**src/logic/pscd_pkg.sv**
```systemverilog
// Shared constants, types and decode functions for the strap configuration decoder.
// Assumes a single master clock domain; no timing constants are needed.
package pscd_pkg;

  localparam int NCH    = 8;
  localparam int HDR_W  = 8;
  localparam int RES_W  = 16;
  localparam int SLOT_W = HDR_W + RES_W;

  // Register byte offsets
  localparam logic [7:0] REG_CTRL     = 8'h00;
  localparam logic [7:0] REG_CFG      = 8'h04;
  localparam logic [7:0] REG_IRQ_STAT = 8'h08;
  localparam logic [7:0] REG_IRQ_MASK = 8'h0c;

  // Control register bits
  localparam int CTRL_SOFT_RST = 0;
  localparam int CTRL_RESYNC   = 1;

  // Interrupt status layout
  localparam int IRQ_W      = 3;
  localparam int IRQ_RESYNC = 0;
  localparam int IRQ_ERR    = 1;
  localparam int IRQ_FRAME  = 2;

  // Status header bit positions
  localparam int HDR_ERR       = 7;
  localparam int HDR_UNSETTLED = 6;
  localparam int HDR_FILT      = 5;
  localparam int HDR_SAT       = 4;

  // Config register field positions
  localparam int CFG_PIN   = 0;
  localparam int CFG_FILT  = 1;
  localparam int CFG_ONE   = 2;
  localparam int CFG_ERR   = 3;
  localparam int CFG_PWR   = 4;
  localparam int CFG_DIV   = 8;
  localparam int CFG_DEC   = 16;

  localparam logic [10:0] DEC_32   = 11'h020;
  localparam logic [10:0] DEC_64   = 11'h040;
  localparam logic [10:0] DEC_128  = 11'h080;
  localparam logic [10:0] DEC_1024 = 11'h400;

  localparam logic [5:0] MODDIV_FAST = 6'h04;
  localparam logic [5:0] MODDIV_MED  = 6'h08;
  localparam logic [5:0] MODDIV_LOW  = 6'h20;

  localparam logic [3:0] DIV_1 = 4'h1;
  localparam logic [3:0] DIV_2 = 4'h2;
  localparam logic [3:0] DIV_4 = 4'h4;
  localparam logic [3:0] DIV_8 = 4'h8;

  localparam logic [3:0] OP_ONESHOT_MIN = 4'hc;

  typedef enum logic [1:0] {
    PSCD_PWR_LOW,
    PSCD_PWR_MED,
    PSCD_PWR_FAST
  } pscd_pwr_e;

  function automatic logic [10:0] pscd_decim(input logic [1:0] code);
    case (code)
      2'h0:    pscd_decim = DEC_32;
      2'h1:    pscd_decim = DEC_64;
      2'h2:    pscd_decim = DEC_128;
      default: pscd_decim = DEC_1024;
    endcase
  endfunction : pscd_decim

  function automatic pscd_pwr_e pscd_pwr(input logic [3:0] op);
    case (op)
      4'h0, 4'h1, 4'h2, 4'h3, 4'hc: pscd_pwr = PSCD_PWR_LOW;
      4'h4, 4'h5, 4'h6, 4'h7, 4'hd: pscd_pwr = PSCD_PWR_MED;
      default:                      pscd_pwr = PSCD_PWR_FAST;
    endcase
  endfunction : pscd_pwr

  function automatic logic [3:0] pscd_div(input logic [3:0] op);
    if (op >= OP_ONESHOT_MIN) begin
      pscd_div = (op == 4'he) ? DIV_2 : DIV_1;
    end else begin
      case (op[1:0])
        2'h0:    pscd_div = DIV_1;
        2'h1:    pscd_div = DIV_2;
        2'h2:    pscd_div = DIV_4;
        default: pscd_div = DIV_8;
      endcase
    end
  endfunction : pscd_div

  function automatic logic [5:0] pscd_moddiv(input pscd_pwr_e p);
    case (p)
      PSCD_PWR_FAST: pscd_moddiv = MODDIV_FAST;
      PSCD_PWR_MED:  pscd_moddiv = MODDIV_MED;
      default:       pscd_moddiv = MODDIV_LOW;
    endcase
  endfunction : pscd_moddiv

endpackage : pscd_pkg

```
**src/logic/pscd_cfg_if.sv**
```systemverilog
// Decoded configuration passed from the strap decoder to the top.
// Purely combinational carrier within one clock domain.
`timescale 1ns/100ps
`default_nettype none
interface pscd_cfg_if;
  import pscd_pkg::*;
  logic              filt_sinc5;
  logic [10:0]       decim;
  pscd_pwr_e         pwr;
  logic [3:0]        data_clock_divider;
  logic [5:0]        mod_div;
  logic              one_shot;
  logic [NCH-1:0]    standby;
  logic [1:0]        format;
  modport src (output filt_sinc5, decim, pwr, data_clock_divider, mod_div, one_shot, standby, format);
  modport dst (input  filt_sinc5, decim, pwr, data_clock_divider, mod_div, one_shot, standby, format);
endinterface : pscd_cfg_if
`default_nettype wire

```
**src/logic/pscd_top.sv**
```systemverilog
// Pin-strap configuration decoder with result serialiser and Wishbone register slave.
// Assumes conversion inputs arrive on clk_i (the master clock); straps and sync_in_n_i are synchronised.
`timescale 1ns/100ps
`default_nettype none
module pscd_top
  import pscd_pkg::*;
(
  input  wire logic                 clk_i,
  input  wire logic                 rst_i,
  input  wire logic [7:0]           wb_adr_i,
  input  wire logic [31:0]          wb_dat_i,
  output logic      [31:0]          wb_dat_o,
  input  wire logic                 wb_we_i,
  input  wire logic [3:0]           wb_sel_i,
  input  wire logic                 wb_cyc_i,
  input  wire logic                 wb_stb_i,
  output logic                      wb_ack_o,
  output logic                      irq_o,
  input  wire logic                 ctrl_select_i,
  input  wire logic                 filter_select_i,
  input  wire logic                 decim_select_hi_i,
  input  wire logic                 decim_select_lo_i,
  input  wire logic [3:0]           op_select_pins_i,
  input  wire logic [1:0]           output_format_pins_i,
  input  wire logic                 standby_bank_lo_i,
  input  wire logic                 standby_bank_hi_i,
  input  wire logic                 start_n_i,
  input  wire logic                 sync_in_n_i,
  input  wire logic                 supply_fault_i,
  input  wire logic [NCH*RES_W-1:0] result_i,
  input  wire logic                 result_valid_i,
  input  wire logic [NCH-1:0]       unsettled_i,
  input  wire logic [NCH-1:0]       saturated_i,
  input  wire logic                 crc_err_i,
  input  wire logic                 map_flip_i,
  input  wire logic                 clk_missing_i,
  output logic                      pin_mode_o,
  output logic                      filter_sinc5_o,
  output logic [10:0]               decim_ratio_o,
  output logic [1:0]                power_mode_o,
  output logic [5:0]                mod_div_o,
  output logic                      mod_clk_en_o,
  output logic                      one_shot_o,
  output logic [3:0]                data_clock_divider_o,
  output logic                      ain_precharge_o,
  output logic                      ref_precharge_o,
  output logic [NCH-1:0]            chan_standby_o,
  output logic                      frame_busy_o,
  output logic                      data_output_clock_o,
  output logic [NCH-1:0]            serial_result_outputs_o
);
  localparam int NSTRAP = 13;
  localparam int BITW   = $clog2(SLOT_W);
  localparam int CHW    = $clog2(NCH);

  if (NCH != 8) begin : g_chk
    $error("pscd_top serves exactly eight channels in two standby banks");
  end

  // Strap synchronisation and decode
  logic [NSTRAP-1:0] strap_s;
  pscd_cfg_if        cfg ();

  pscd_sync #(.W(NSTRAP)) u_sync (
    .clk_i (clk_i),
    .rst_i (rst_i),
    .d_i   ({ctrl_select_i, filter_select_i, decim_select_hi_i, decim_select_lo_i,
             op_select_pins_i, output_format_pins_i, standby_bank_lo_i, standby_bank_hi_i,
             start_n_i}),
    .q_o   (strap_s)
  );

  logic sync_in_s;
  pscd_sync #(.W(1)) u_sync_in (
    .clk_i (clk_i),
    .rst_i (rst_i),
    .d_i   (sync_in_n_i),
    .q_o   (sync_in_s)
  );

  pscd_decode u_dec (
    .filter_select_i      (strap_s[11]),
    .decim_select_i       (strap_s[10:9]),
    .op_select_pins_i     (strap_s[8:5]),
    .output_format_pins_i (strap_s[4:3]),
    .standby_bank_lo_i    (strap_s[2]),
    .standby_bank_hi_i    (strap_s[1]),
    .cfg                  (cfg)
  );

  // Wishbone slave
  logic           ack_r;
  logic [31:0]    rdat_r;
  logic [IRQ_W-1:0] irq_stat_r;
  logic [IRQ_W-1:0] irq_mask_r;
  wire            wb_req    = wb_cyc_i & wb_stb_i & ~ack_r;
  wire            wb_wr     = wb_req & wb_we_i & wb_sel_i[0];
  wire            hit_ctrl  = (wb_adr_i == REG_CTRL);
  wire            hit_cfg   = (wb_adr_i == REG_CFG);
  wire            hit_stat  = (wb_adr_i == REG_IRQ_STAT);
  wire            hit_mask  = (wb_adr_i == REG_IRQ_MASK);
  wire            soft_rst  = wb_wr & hit_ctrl & wb_dat_i[CTRL_SOFT_RST];
  wire            sw_resync = wb_wr & hit_ctrl & wb_dat_i[CTRL_RESYNC];
  wire            stat_rd   = wb_req & ~wb_we_i & hit_stat;

  // Control mode strap catch and reload sequencing
  logic       mode_caught_r;
  logic       spi_mode_r;
  logic       load_pend_r;
  logic       start_d_r;
  logic       sync_d_r;
  logic       err_r;
  wire        start_fall = start_d_r & ~strap_s[0];
  wire        sync_fall  = sync_d_r & ~sync_in_s;
  wire        resync_evt = start_fall | sync_fall | sw_resync;
  wire        reload     = load_pend_r | soft_rst | supply_fault_i;
  wire        err_in     = crc_err_i | map_flip_i | clk_missing_i;

  always_ff @(posedge clk_i) begin
    if (rst_i) begin
      mode_caught_r <= 1'b0;
      spi_mode_r    <= 1'b0;
      load_pend_r   <= 1'b1;
      start_d_r     <= 1'b1;
      sync_d_r      <= 1'b1;
    end else begin
      // Synchroniser follows the pins in reset, so the first level is real
      mode_caught_r <= 1'b1;
      if (!mode_caught_r) spi_mode_r <= strap_s[12];
      load_pend_r   <= ~mode_caught_r | soft_rst;
      start_d_r     <= strap_s[0];
      sync_d_r      <= sync_in_s;
    end
  end

  // Active configuration
  logic           act_sinc5_r;
  logic [10:0]    act_decim_r;
  pscd_pwr_e      act_pwr_r;
  logic [3:0]     act_div_r;
  logic [5:0]     act_moddiv_r;
  logic           act_one_r;
  logic [NCH-1:0] act_stby_r;
  logic [1:0]     act_fmt_r;
  wire            pin_mode = mode_caught_r & ~spi_mode_r;

  always_ff @(posedge clk_i) begin
    if (rst_i || soft_rst || (spi_mode_r && mode_caught_r)) begin
      // Low-current defaults until straps are taken up
      act_sinc5_r  <= 1'b1;
      act_decim_r  <= DEC_1024;
      act_pwr_r    <= PSCD_PWR_LOW;
      act_div_r    <= DIV_8;
      act_moddiv_r <= MODDIV_LOW;
      act_one_r    <= 1'b0;
      act_stby_r   <= '0;
      act_fmt_r    <= 2'h0;
    end else if (pin_mode && (reload || resync_evt)) begin
      act_sinc5_r  <= cfg.filt_sinc5;
      act_decim_r  <= cfg.decim;
      act_pwr_r    <= cfg.pwr;
      act_div_r    <= cfg.data_clock_divider;
      act_moddiv_r <= cfg.mod_div;
      act_one_r    <= cfg.one_shot;
      act_stby_r   <= cfg.standby;
      act_fmt_r    <= cfg.format;
    end
  end

  // Sticky error; only a reset of either kind clears it
  always_ff @(posedge clk_i) begin
    if (rst_i || soft_rst) err_r <= 1'b0;
    else if (err_in)       err_r <= 1'b1;
  end

  // Modulator clock enable
  logic [5:0] mod_cnt_r;
  logic       mod_en_r;
  always_ff @(posedge clk_i) begin
    if (rst_i || resync_evt) begin
      mod_cnt_r <= '0;
      mod_en_r  <= 1'b0;
    end else begin
      mod_en_r  <= (mod_cnt_r == act_moddiv_r - 6'h01);
      mod_cnt_r <= (mod_cnt_r == act_moddiv_r - 6'h01) ? '0 : mod_cnt_r + 6'h01;
    end
  end

  // Result serialiser, independent of the register bus
  logic [SLOT_W-1:0] frame_r [NCH];
  logic              busy_r;
  logic [BITW-1:0]   bit_r;
  logic [CHW-1:0]    slot_r;
  logic [2:0]        hp_cnt_r;
  logic              data_output_clock_r;
  logic              data_output_clock_q_r;
  logic [NCH-1:0]    dout_r;
  logic              frame_done;
  wire  [CHW:0]      per_line  = (act_fmt_r == 2'h0) ? 4'h1 :
                                 (act_fmt_r == 2'h1) ? 4'h4 : 4'h8;
  wire  [2:0]        half_last = (act_div_r == DIV_1) ? 3'h0 : 3'(act_div_r[3:1] - 3'h1);
  wire               hp_wrap   = (hp_cnt_r == half_last);
  wire               last_bit  = (bit_r == BITW'(SLOT_W - 1));
  wire               last_slot = ({1'b0, slot_r} == per_line - 4'h1);
  assign frame_done = busy_r & hp_wrap & data_output_clock_r & last_bit & last_slot;

  always_ff @(posedge clk_i) begin
    for (int c = 0; c < NCH; c++) begin
      if (rst_i) begin
        frame_r[c] <= '0;
      end else if (result_valid_i && !busy_r) begin
        frame_r[c] <= act_stby_r[c] ? '0 :
                      {err_r, unsettled_i[c], act_sinc5_r, saturated_i[c], 1'b0,
                       3'(c), result_i[c*RES_W +: RES_W]};
      end
    end
  end

  always_ff @(posedge clk_i) begin
    if (rst_i) begin
      busy_r   <= 1'b0;
      bit_r    <= '0;
      slot_r   <= '0;
      hp_cnt_r <= '0;
      data_output_clock_r   <= 1'b0;
    end else if (!busy_r) begin
      busy_r   <= result_valid_i;
      bit_r    <= '0;
      slot_r   <= '0;
      hp_cnt_r <= '0;
      data_output_clock_r   <= 1'b0;
    end else if (hp_wrap) begin
      hp_cnt_r <= '0;
      data_output_clock_r   <= ~data_output_clock_r;
      if (data_output_clock_r) begin
        if (last_bit) begin
          bit_r  <= '0;
          slot_r <= slot_r + CHW'(1);
          busy_r <= ~last_slot;
        end else begin
          bit_r  <= bit_r + BITW'(1);
        end
      end
    end else begin
      hp_cnt_r <= hp_cnt_r + 3'h1;
    end
  end

  // Line k carries slots k*per_line .. k*per_line+per_line-1, MSB first
  for (genvar k = 0; k < NCH; k++) begin : g_line
    wire [CHW+3:0] ch_full = (CHW+4)'(k) * (CHW+4)'(per_line) + (CHW+4)'(slot_r);
    wire           used    = ((CHW+4)'(k) < (CHW+4)'(NCH) / (CHW+4)'(per_line));
    wire           bit_val = frame_r[ch_full[CHW-1:0]][BITW'(SLOT_W - 1) - bit_r];
    always_ff @(posedge clk_i) begin
      if (rst_i) dout_r[k] <= 1'b0;
      else       dout_r[k] <= busy_r & used & bit_val;
    end
  end

  always_ff @(posedge clk_i) begin
    if (rst_i) data_output_clock_q_r <= 1'b0;
    else       data_output_clock_q_r <= busy_r & data_output_clock_r;
  end

  // Interrupts: set wins over the read-clear
  wire [IRQ_W-1:0] irq_set = {frame_done, err_in & ~err_r, resync_evt & pin_mode};
  always_ff @(posedge clk_i) begin
    if (rst_i) begin
      irq_stat_r <= '0;
      irq_mask_r <= '0;
    end else begin
      irq_stat_r <= (stat_rd ? '0 : irq_stat_r) | irq_set;
      if (wb_wr && hit_mask) irq_mask_r <= wb_dat_i[IRQ_W-1:0];
    end
  end

  // Read mux; unmapped addresses answer zero
  wire [31:0] cfg_word = (32'(act_decim_r) << CFG_DEC) | (32'(act_div_r) << CFG_DIV) |
                         (32'(act_pwr_r) << CFG_PWR) | (32'(err_r) << CFG_ERR) |
                         (32'(act_one_r) << CFG_ONE) | (32'(act_sinc5_r) << CFG_FILT) |
                         (32'(pin_mode) << CFG_PIN);
  wire [31:0] rd_mux   = hit_cfg  ? cfg_word :
                         hit_stat ? 32'(irq_stat_r) :
                         hit_mask ? 32'(irq_mask_r) : 32'h0000_0000;

  always_ff @(posedge clk_i) begin
    if (rst_i) begin
      ack_r  <= 1'b0;
      rdat_r <= '0;
    end else begin
      ack_r  <= wb_req;
      rdat_r <= (wb_req && !wb_we_i) ? rd_mux : '0;
    end
  end

  assign wb_ack_o                = ack_r;
  assign wb_dat_o                = rdat_r;
  assign irq_o                   = |(irq_stat_r & irq_mask_r);
  assign pin_mode_o              = pin_mode;
  assign filter_sinc5_o          = act_sinc5_r;
  assign decim_ratio_o           = act_decim_r;
  assign power_mode_o            = act_pwr_r;
  assign mod_div_o               = act_moddiv_r;
  assign mod_clk_en_o            = mod_en_r;
  assign one_shot_o              = act_one_r;
  assign data_clock_divider_o    = act_div_r;
  assign ain_precharge_o         = 1'b1;
  assign ref_precharge_o         = 1'b0;
  assign chan_standby_o          = act_stby_r;
  assign frame_busy_o            = busy_r;
  assign data_output_clock_o     = data_output_clock_q_r;
  assign serial_result_outputs_o = dout_r;
endmodule : pscd_top
`default_nettype wire

```
**src/logic/pscd_sync.sv**
```systemverilog
// Two-stage synchroniser for a bus of quasi-static strap levels.
// Bits may settle in different cycles; the decode straps are taken up only on resync or reload.
`timescale 1ns/100ps
`default_nettype none
module pscd_sync #(
  parameter int W = 1
) (
  input  wire logic         clk_i,
  input  wire logic         rst_i,
  input  wire logic [W-1:0] d_i,
  output logic      [W-1:0] q_o
);
  logic [W-1:0] meta_r;
  logic [W-1:0] q_r;

  always_ff @(posedge clk_i) begin
    if (rst_i) begin
      // Follow the pins in reset: no stale level or false edge at release
      meta_r <= d_i;
      q_r    <= d_i;
    end else begin
      meta_r <= d_i;
      q_r    <= meta_r;
    end
  end

  assign q_o = q_r;
endmodule : pscd_sync
`default_nettype wire

```
**src/logic/pscd_decode.sv**
```systemverilog
// Combinational decode of synchronised straps into an operating configuration.
// Straps arrive already synchronised; output is latched by the top.
`timescale 1ns/100ps
`default_nettype none
module pscd_decode
  import pscd_pkg::*;
(
  input  wire logic       filter_select_i,
  input  wire logic [1:0] decim_select_i,
  input  wire logic [3:0] op_select_pins_i,
  input  wire logic [1:0] output_format_pins_i,
  input  wire logic       standby_bank_lo_i,
  input  wire logic       standby_bank_hi_i,
  pscd_cfg_if.src         cfg
);
  localparam int HALF = NCH / 2;

  assign cfg.filt_sinc5 = filter_select_i;
  assign cfg.decim      = pscd_decim(decim_select_i);
  assign cfg.pwr        = pscd_pwr(op_select_pins_i);
  assign cfg.data_clock_divider   = pscd_div(op_select_pins_i);
  assign cfg.one_shot   = (op_select_pins_i >= OP_ONESHOT_MIN);
  assign cfg.mod_div    = pscd_moddiv(cfg.pwr);
  assign cfg.format     = output_format_pins_i;
  assign cfg.standby    = {{HALF{standby_bank_hi_i}}, {HALF{standby_bank_lo_i}}};
endmodule : pscd_decode
`default_nettype wire

```
**config.mk**
```make
export PLATFORM = sky130hd
export DESIGN_NAME = pscd_top
export DESIGN_NICKNAME = d
export VERILOG_FILES = /design/src/logic/pscd_pkg.sv /design/src/logic/pscd_cfg_if.sv /design/src/logic/pscd_top.sv /design/src/logic/pscd_sync.sv /design/src/logic/pscd_decode.sv
export SDC_FILE = /design/constraint.sdc
export NUM_CORES = 1
export LEC_CHECK = 0
export ABC_AREA = 1
export ABC_CLOCK_PERIOD_IN_PS = 7250
export CORE_ASPECT_RATIO = 2
export CORE_MARGIN = 1
export CORE_UTILIZATION = 39
export DETAILED_ROUTE_END_ITERATION = 8
export DONT_BUFFER_PORTS = 1
export HOLD_SLACK_MARGIN = 0.12
export SYNTH_ARGS = -nofsm -noshare
export SYNTH_HDL_FRONTEND = slang
export SYNTH_SLANG_ARGS = --single-unit
export TNS_END_PERCENT = 20
```
**constraint.sdc**
```tcl
create_clock -name clk_i -period 7.25 [get_ports clk_i]
set_clock_uncertainty 0.15 [all_clocks]
set_input_delay 1.8125 -clock clk_i [delete_from_list [all_inputs] [get_ports clk_i]]
set_output_delay 1.8125 -clock clk_i [all_outputs]
set_load 0.02 [all_outputs]
```
* After elaboration in Yosys (flattened, before gate mapping)
Memory sizes are Yosys's and may differ from the RTL's. A register that Yosys moved wholly into a read port is not among the register bits.
Index checks and enable logic that the tools add are counted.
W data, S select, Z words.
** Word-level totals
- Output and inout bits :: 81
- ROM bits :: 32
- Memories :: 2
- Memory bits (writable) :: 192
- Register bits :: 134
- Input bits :: 212
** Memory list
- frame_r :: depth 8, width 24, read ports 8, clocked after memory_dff 1, write ports 8, line pscd_top.sv:190 : logic [SLOT_W-1:0] frame_r [NCH];
- (no name shown) :: depth 16, width 2, read ports 1, clocked after memory_dff 1, write ports 0, line pscd_pkg.sv:73 : case (op)
** Operators by class
- Order comparisons :: 10
- Reductions and logical operators :: 22
- Equal/unequal tests :: 16
- Add/sub/neg operators :: 15
- Muxes and demuxes :: 59
- Bitwise gates (word level) :: 69
- Multiply operators :: 4
- Div/mod/pow operators :: 1
** Operator list (number)
- $mux W24 :: 16
- $bmux W1 S5 :: 8
- $and A1 B1 Y1 :: 35
- $pmux W11 S3 :: 1
- $lt A3 B7 Y1 const A :: 4
- $mux W27 :: 1
- $or A27 B1 Y27 :: 1
- $or A27 B12 Y27 :: 1
- $or A27 B2 Y27 :: 1
- $or A27 B3 Y27 :: 1
- $or A27 B4 Y27 :: 1
- $or A27 B6 Y27 :: 1
- $add A3 B3 Y3 :: 7
- $mux W1 :: 19
- $mux W3 :: 6
- $eq A8 B4 Y1 const B :: 2
- $or A1 B1 Y1 :: 15
- $lt A1 B7 Y1 const A :: 2
- $lt A2 B7 Y1 const A :: 2
- $mux W13 :: 1
- $mux W4 :: 3
- $pmux W4 S3 :: 1
- $pmux W6 S2 :: 1
- $not A1 Y1 :: 11
- other kinds (35) :: 55

* Logic depth before layout (Yosys ltp)
Gate-level depths: netlist of the first run.
- Depth in word-level cells :: 10
- Mapped depth :: 23
- Gate-level depth less buffers :: 19

* By module
From an unflattened synthesis of the first run, not the netlist that was laid out.
** Second synthesis, totals
- Cells, all modules :: 3085
- Area total of the unflattened synthesis :: 20031.7 um^2
** Modules (own cells, without submodules)
- pscd_top :: area each 18990.7 um^2, instances 1, cells an instance 2960
- pscd_sync (u_sync) :: area each 689.4 um^2, instances 1, cells an instance 68
- pscd_decode :: area each 296.5 um^2, instances 1, cells an instance 51
- pscd_sync (u_sync_in) :: area each 55.1 um^2, instances 1, cells an instance 6

* Worst setup path before layout of the first run
No wires, ideal clock.
- Kind :: input to register
- Start :: input port rst_i
- End :: memory frame_r[0][0] (netlist bit) (enable)
- Data required time :: 5.844 ns
- Arrival :: 4.922 ns
- Setup slack :: 0.922 ns
- Stages :: 4
- Cells stage by stage :: inv_1 clkbuf_1 buf_1 nand2_1
** RTL lines
- from (decl) :: line pscd_top.sv:9 : input wire logic rst_i,
- to (decl) :: line pscd_top.sv:190

* Worst setup path in the final report of the first run
- Start :: register slot_r[1]
- End :: register dout_r[3] (netlist: serial_result_outputs_o[3])
** Between the ends
- Word-level cells in the longest chain between the ends :: 5
** RTL lines
- from (decl) :: line pscd_top.sv:193 : logic [CHW-1:0] slot_r;
- from (signal assigned) :: line pscd_top.sv:238 : slot_r <= slot_r + CHW'(1);
- $add A3 B3 Y3 :: line pscd_top.sv:251 : wire [CHW+3:0] ch_full = (CHW+4)'(k) * (CHW+4)'(per_line) + (CHW+4)'(slot_r);
- $mem_v2 Z8 W24
- $bmux W1 S5 :: line pscd_top.sv:253 : wire bit_val = frame_r[ch_full[CHW-1:0]][BITW'(SLOT_W - 1) - bit_r];
- $mux W1 (implied by the code) :: line pscd_top.sv:253
- $and A1 B1 Y1 :: line pscd_top.sv:256 : else dout_r[k] <= busy_r & used & bit_val;
- to (signal, indexed assignment) :: line pscd_top.sv:256
- to (decl) :: line pscd_top.sv:197 : logic [NCH-1:0] dout_r;
Every way passes these cells. The select of a mux whose other input is x is not followed.
A chain may end at the register's enable or synchronous reset.

==> impl_metrics.yaml, run 1 <==
run_status:
  status: "complete, no violations"
worst_setup_path:
  cp_max_fo: 56
  crit_family: "buffers and inverters"
  crit_top_cell: "nand2_1"
  cp.buffers_inverters: 6
  critPathRequiredTime_ns: 7.54
  worst_path_largest_cell_delay_ns: 0.63
  cpMaxStageDelayCell: "inv_2"
  crit_chain: "buf_4 > inv_2 > nand2_1 > nand2_1 > buf_4 > inv_2 > ha_1 > inv_1 > nand2_1 > nand2_1 > inv_2 > nand2_1 > nand2_1 > nand2_1 > nand2_1 > nor2_1 > nand2_1 > nand3_1 > nand2_1 > a21oi_1"
  crit_type: "flip-flop to flip-flop"
  worstPathArrival_ns: 5.31
  cp-start-kind: "flip-flop"
  cp-end-kind: "flip-flop"
drt:
  ant_nets: 0
  first_pass_iters: 6
  drtIter0Drc: 1549
  vias: 18200
  wl_per_cell_um: 20.9
  wl_mm: 66.9
  drc: 0
  via_per_inst: 5.68
final_layout:
  nFillCells: 4581
  fin_util_pct: 41.3
  multi_input_area_um2: 9060
  register_area_um2: 6670
  areaGrowthSynthToFinish_pct: 4.45
  drive_gt1_share_pct: 4.24
  layout.nets: 2843
sta:
  hold_ws_ns: 0.270
  min_period_ns: 5.02
  slew_viol_final: 0
  period_share_pct: 69.3
  timing.final.hold_violations: 0
  rsz0062_at_grt: "false"
  setup_viol: 0
  maxSlewHeadroom_pct: 28.6
  tightest_slew_ns: 1.07
  tns_ns: 0
  fmax_mhz: 199
synthesis:
  synth_area_um2: 17800
  ys_top_cells_by_count: "nand2_1, inv_1, nand3_1, o21ai_0, nor2_1"
  synth_cell_types: 50
  yosysWarningCount: 0
  avgSynthCellArea_um2: 6.49
  async_reset_ff_share_pct: 0
  yosysMostFrequentCell: "nand2_1"
  synth_top_area_share_pct: 25.3
  synth_flop_cell: "edfxtp_1"
  ys_ff_latch: 258
  netlist_instances: 2744
  yosysSeqAreaShare_pct: 37.4
  synth_area_leaders: "edfxtp_1, nand2_1, dfxtp_1"
  synth_top_cell_by_area: "edfxtp_1"
  synth-edff-count: 150
clocking:
  cts.sinks: 258
  cts_hold_buf: 0
  clock_latency_ns: 0.57
  cts_tree: "done"
  post-cts-setup-buffers: 0
  cts-buffers-inserted: 24
  cts_resized: 0
  clk_pin_slew_worst_paths_ns: 0.07
  cts_buffer_depth: 3
  cts_root_buf: "clkbuf_16"
  htreeDepth: 1
global_route:
  gr-usage-all-layers_pct: 28.2
  antenna_found_initial: 0
  grt-ovfl-total: 0
  grt_pass1_wl_mm: 100
  grt_max_degree: 93
  grt_pass1_vias: 17500
min_path:
  hold_class: "flip-flop to flip-flop"
place:
  dp_hpwl_mm: 48.3
  io_buffer_count: 0
  routabilityCongestion: 0.956
job:
  maxCapViolCount: 0
floorplan:
  die_w_um: 153
  initial_core_util_pct: 39.6
  design.core.area_um2: 45000
  die_h_um: 304
  dieArea_um2: 46600
  ios: 293
  rows: 110
power_and_ir_drop:
  ir_drop_mv: 0.230
  power_per_cell_area_nw_per_um2: 218
  leakagePower_nw: 8.47
==> cell families (layout without fill, tap and decap cells) <==
logic type,after synthesis,count (layout),synth area share (%)
AND/OR/NAND/NOR,1418,1418,32.9
XOR/XNOR,10,10,0.534
flip-flops,258,258,37.4
AO/OA/AOI/OAI,522,522,15.9
other,2,31,0.0422
buffers and inverters,523,390,12.5
adder cells (fa/ha/maj),10,10,0.702
multiplexers,1,1,0.0562
==> where the power goes <==
| group | internal [mW] | switching [mW] |
|---|---|---|
| clock | 0.685 | 0.591 |
| sequential | 1.67 | 0.114 |
| combinational | 0.273 | 0.723 |
| total | 2.63 | 1.43 |
==> cell type report <==
| class | instances | area share (%) |
|---|---|---|
| multi-input combinational | 1991 | 48.7 |
| sequential | 258 | 35.8 |
| inverter | 320 | 6.46 |
| tap | 560 | 3.77 |
| clock buffer | 28 | 3.48 |
| timing repair buffer | 26 | 1.05 |
| clock inverter | 16 | 0.693 |
| antenna | 1 | 0.0134 |
==> state kept, by name, summed over array words and instances (netlist names), 3 cells and up, named ones only <==
name                     flops
slot_r                       3
irq_mask_r                   3
irq_stat_r                   3
bit_r                        5
u_sync.q_o                  13
wb_dat_o                    14
serial_result_outputs_o      8
mod_cnt_r                    6
frame_r                    150
hp_cnt_r                     3
u_sync.meta_r               13
data_clock_divider_o         4
mod_div_o                    3
decim_ratio_o                4
==> cell usage in the layout (no fill, tap or decap), types with 5 or more instances in the layout <==
master / Yosys / routed
a21oi_1: 137 / 137
nand2_2: 7 / 7
or2_2: 8 / 8
buf_4: 43 / 26
clkinv_1: 6 / 7
clkbuf_16: 0 / 25
inv_1: 301 / 299
nand2_1: 801 / 800
nor3_1: 5 / 5
ha_1: 10 / 10
nand4_1: 21 / 21
o22ai_1: 5 / 5
dfxtp_1: 108 / 105
nand3_1: 292 / 292
inv_2: 13 / 16
clkinv_2: 0 / 5
o21ai_0: 291 / 291
nor2_1: 269 / 268
conb_1: 2 / 30
xor2_1: 5 / 5
o221ai_1: 7 / 7
edfxtp_1: 150 / 150
o21ai_1: 11 / 11
o211ai_1: 52 / 52
==> metal layers <==
metal	share of wire [%]	GRT usage, %	routed length [um]	vias up
met1	36	30.8	24000	8367
met3	8.0	4.61	5360	249
met4	7.9	21.0	5270	0
li1	-	-	-	8608
met2	48	48.7	32300	946
met5	0	0	0	-
==> path summary, 6_finish.rpt <==
| check | from | slack, ns | end | cells past startpoint |
|---|---|---|---|---|
| max | slot_r[1] | 2.23 | serial_result_outputs_o[3] | 20 |
| min | u_sync.meta_r[1] | 0.27 | u_sync.q_o[1] | 2 |
| max reg2reg | slot_r[1] | 2.23 | serial_result_outputs_o[3] | 20 |
| min reg2reg | u_sync.meta_r[1] | 0.27 | u_sync.q_o[1] | 2 |
==> metrics by stage <==
step	worst slack (ns)	area (um2)	cells	power [mW]
final	2.23	18600	3200	4.05
after global routing	1.96	18600	3199	4.25
after CTS	2.37	18600	3199	4.05
after detailed placement	2.38	17800	3155	2.78
after global placement	2.39	17800	3155	2.77
after floorplan	0.922	17900	2772	2.51
==> worst reg2reg max path: cells and delay by family (launching register included) <==
family          cells  cell delay (ns)
flops               1             0.31
buf+inv             6             2.40
simple gates       12             1.66
compound gates      1             0.08
fa+ha+maj           1             0.30
No activity file was read; power rests on OpenSTA's default activity.
==> run 2, diff against run 1 <==
--- a/config.mk
+++ b/config.mk
@@ -6,7 +6,7 @@
 export NUM_CORES = 1
 export LEC_CHECK = 0
 export ABC_AREA = 1
-export ABC_CLOCK_PERIOD_IN_PS = 7250
+export ABC_CLOCK_PERIOD_IN_PS = 4200
 export CORE_ASPECT_RATIO = 2
 export CORE_MARGIN = 1
 export CORE_UTILIZATION = 39
==> constraint.sdc (replaced) <==
create_clock -name clk_i -period 4.2 [get_ports clk_i]
set_clock_uncertainty 0.15 [all_clocks]
set_input_delay 1.05 -clock clk_i [delete_from_list [all_inputs] [get_ports clk_i]]
set_output_delay 1.05 -clock clk_i [all_outputs]
set_load 0.02 [all_outputs]
==> run 2 against run 1 <==
Effect of this change: final area rose by 1.4%; largest cell class unchanged; sequential power grew 73%; non-clock buffer count is 24 higher; setup slack worse by 1.7 ns; via count increased by 0.58%; highest routed layer unchanged; count of clock-buffer cells in the layout increased by 5; first-iteration DRC count rose by 2.9%; critical endpoint is now serial_result_outputs_o[1].
==> impl_metrics.yaml, run 2 (synthesis gave the netlist of run 1 again) <==
final_layout:
  layout.nets: 2867
  areaGrowthSynthToFinish_pct: 5.87
  register_area_um2: 6670
  diodes: 0
  layout_common_cells: "nand2_1, inv_1, nand3_1"
  final_common_cell: "nand2_1"
  final_design_area_no_fill_um2: 18900
  drive_gt1_share_pct: 4.81
  largest_register_ffs: 150
  nFillCells: 4638
  largest-register: "frame_r"
  multi_input_area_um2: 9060
sta:
  period_share_pct: 87.0
  fmax_mhz: 274
  min_period_ns: 3.65
  tightest_slew_ns: 0.973
  slew_viol_final: 0
  setup_viol: 0
  tns_ns: 0
  rsz0062_at_grt: "false"
  timing.final.hold_violations: 0
  hold_ws_ns: 0.272
  maxSlewHeadroom_pct: 35.1
clocking:
  post-cts-setup-buffers: 0
  cts_buffer_depth: 3
  cts.sinks: 258
  cts_resized: 0
  cts_tree: "done"
  cts_hold_buf: 0
  cts_root_buf: "clkbuf_16"
  clk_pin_slew_worst_paths_ns: 0.07
  htreeDepth: 1
  clock_latency_ns: 0.57
  cts-buffers-inserted: 24
place:
  routabilityCongestion: 0.967
  dpl_cell_area_um2: 18100
  io_buffer_count: 0
  dp_hpwl_mm: 50.4
worst_setup_path:
  r2r_slack_ns: 0.55
  cp_max_fo: 22
  worstPathArrival_ns: 3.96
  cp-start-kind: "flip-flop"
  cp-end-kind: "flip-flop"
  crit_start: "act_fmt_r[0]"
  timing.rr.start: "act_fmt_r[0]"
  rr_endpoint: "serial_result_outputs_o[1]"
  r2r_cells: 15
  critPathRequiredTime_ns: 4.50
  crit_type: "flip-flop to flip-flop"
min_path:
  hold_depth: 2
  hold_path.startpoint: "u_sync_in.meta_r"
  hold_class: "flip-flop to flip-flop"
  holdPathEnd: "u_sync_in.q_o"
drt:
  drtIter0Drc: 1594
  via_per_inst: 5.67
  first_pass_iters: 6
  drc: 0
  wl_per_cell_um: 21.1
  vias: 18300
  ant_nets: 0
  wl_mm: 68.0
global_route:
  antenna_found_initial: 0
  gr-usage-all-layers_pct: 28.7
  grt_pass1_vias: 17600
  grt-ovfl-total: 0
  grt_pass1_wl_mm: 102
  grt_max_degree: 92
power_and_ir_drop:
  leakagePower_nw: 8.62
  ir_drop_mv: 0.372
  power_per_cell_area_nw_per_um2: 379
job:
  maxCapViolCount: 0
floorplan:
  dieArea_um2: 46600
  design.core.area_um2: 45000
  die_h_um: 304
  ios: 293
  die_w_um: 153
  rows: 110
  initial_core_util_pct: 39.6
run_status:
  status: "complete, no violations"
run 2: cell types whose count changed in the layout (fill, tap and decap cells not counted), moves of 2 or more:
cell and delta:
clkbuf_1 +5, bufinv_16 +2, clkinvlp_4 -2, buf_12 +4, clkinv_1 +2, buf_4 +20
inv_6 -2, clkinv_2 -3
run 2: stage by stage:
stage | std cells | power (mW) | utilization [%] | setup WS (ns)
CTS | 3223 | 7.16 | 41.9 | 0.695
detailed placement | 3179 | 4.85 | 40.1 | 0.720
global route | 3223 | 7.48 | 41.9 | 0.471
global placement | 3179 | 4.82 | 40.1 | 0.747
finish | 3223 | 7.16 | 41.9 | 0.547
floorplan | 2772 | 4.33 | - | 0.153
run 2: how the worst max path moves through the flow:
stage                                            end  slack [ns]  cells after the start
after global routing      serial_result_outputs_o[5]        0.47                     15
after detailed placement  serial_result_outputs_o[1]        0.72                     15
final                     serial_result_outputs_o[1]        0.55                     15
after CTS                 serial_result_outputs_o[1]        0.70                     15
after global placement    serial_result_outputs_o[1]        0.75                     15
after floorplan                        frame_r[0][0]        0.15                      4
run 2: worst max-delay path, cell delays in order, from the launching register on:
cell	delay (ns)
dfxtp_1	0.60
nor2_4	0.14
nand2_4	0.28
buf_4	0.34
nand2_4	0.24
inv_2	0.49
nand2_1	0.16
nand2_1	0.10
nand2_1	0.07
nand3_1	0.11
nand2_1	0.06
a21oi_1	0.20
nand2_1	0.10
nand3_1	0.15
nand3_1	0.12
nor2_1	0.20
run 2: power by group:
part / switching, mW / total, mW / internal (mW)
combinational: 1.25 / 1.75 / 0.498
sequential: 0.197 / 3.08 / 2.88
clock: 1.02 / 2.33 / 1.30
run 2: cell type report:
class                   instances  area share, %
inverters                     320           6.37
clock buffers                  33           3.53
multi-input cells            1991           48.0
clock inverters                11          0.743
flip-flops and latches        258           35.4
well taps                     560           3.72
repair buffers                 50           2.26
run 2: per-layer routing:
metal	track usage [%]	up-vias	part of all wire, %
met1	32.0	8338	35
met3	4.23	267	8.5
met4	20.0	0	7.6
met5	0	-	0
li1	-	8662	-
met2	49.8	1009	49
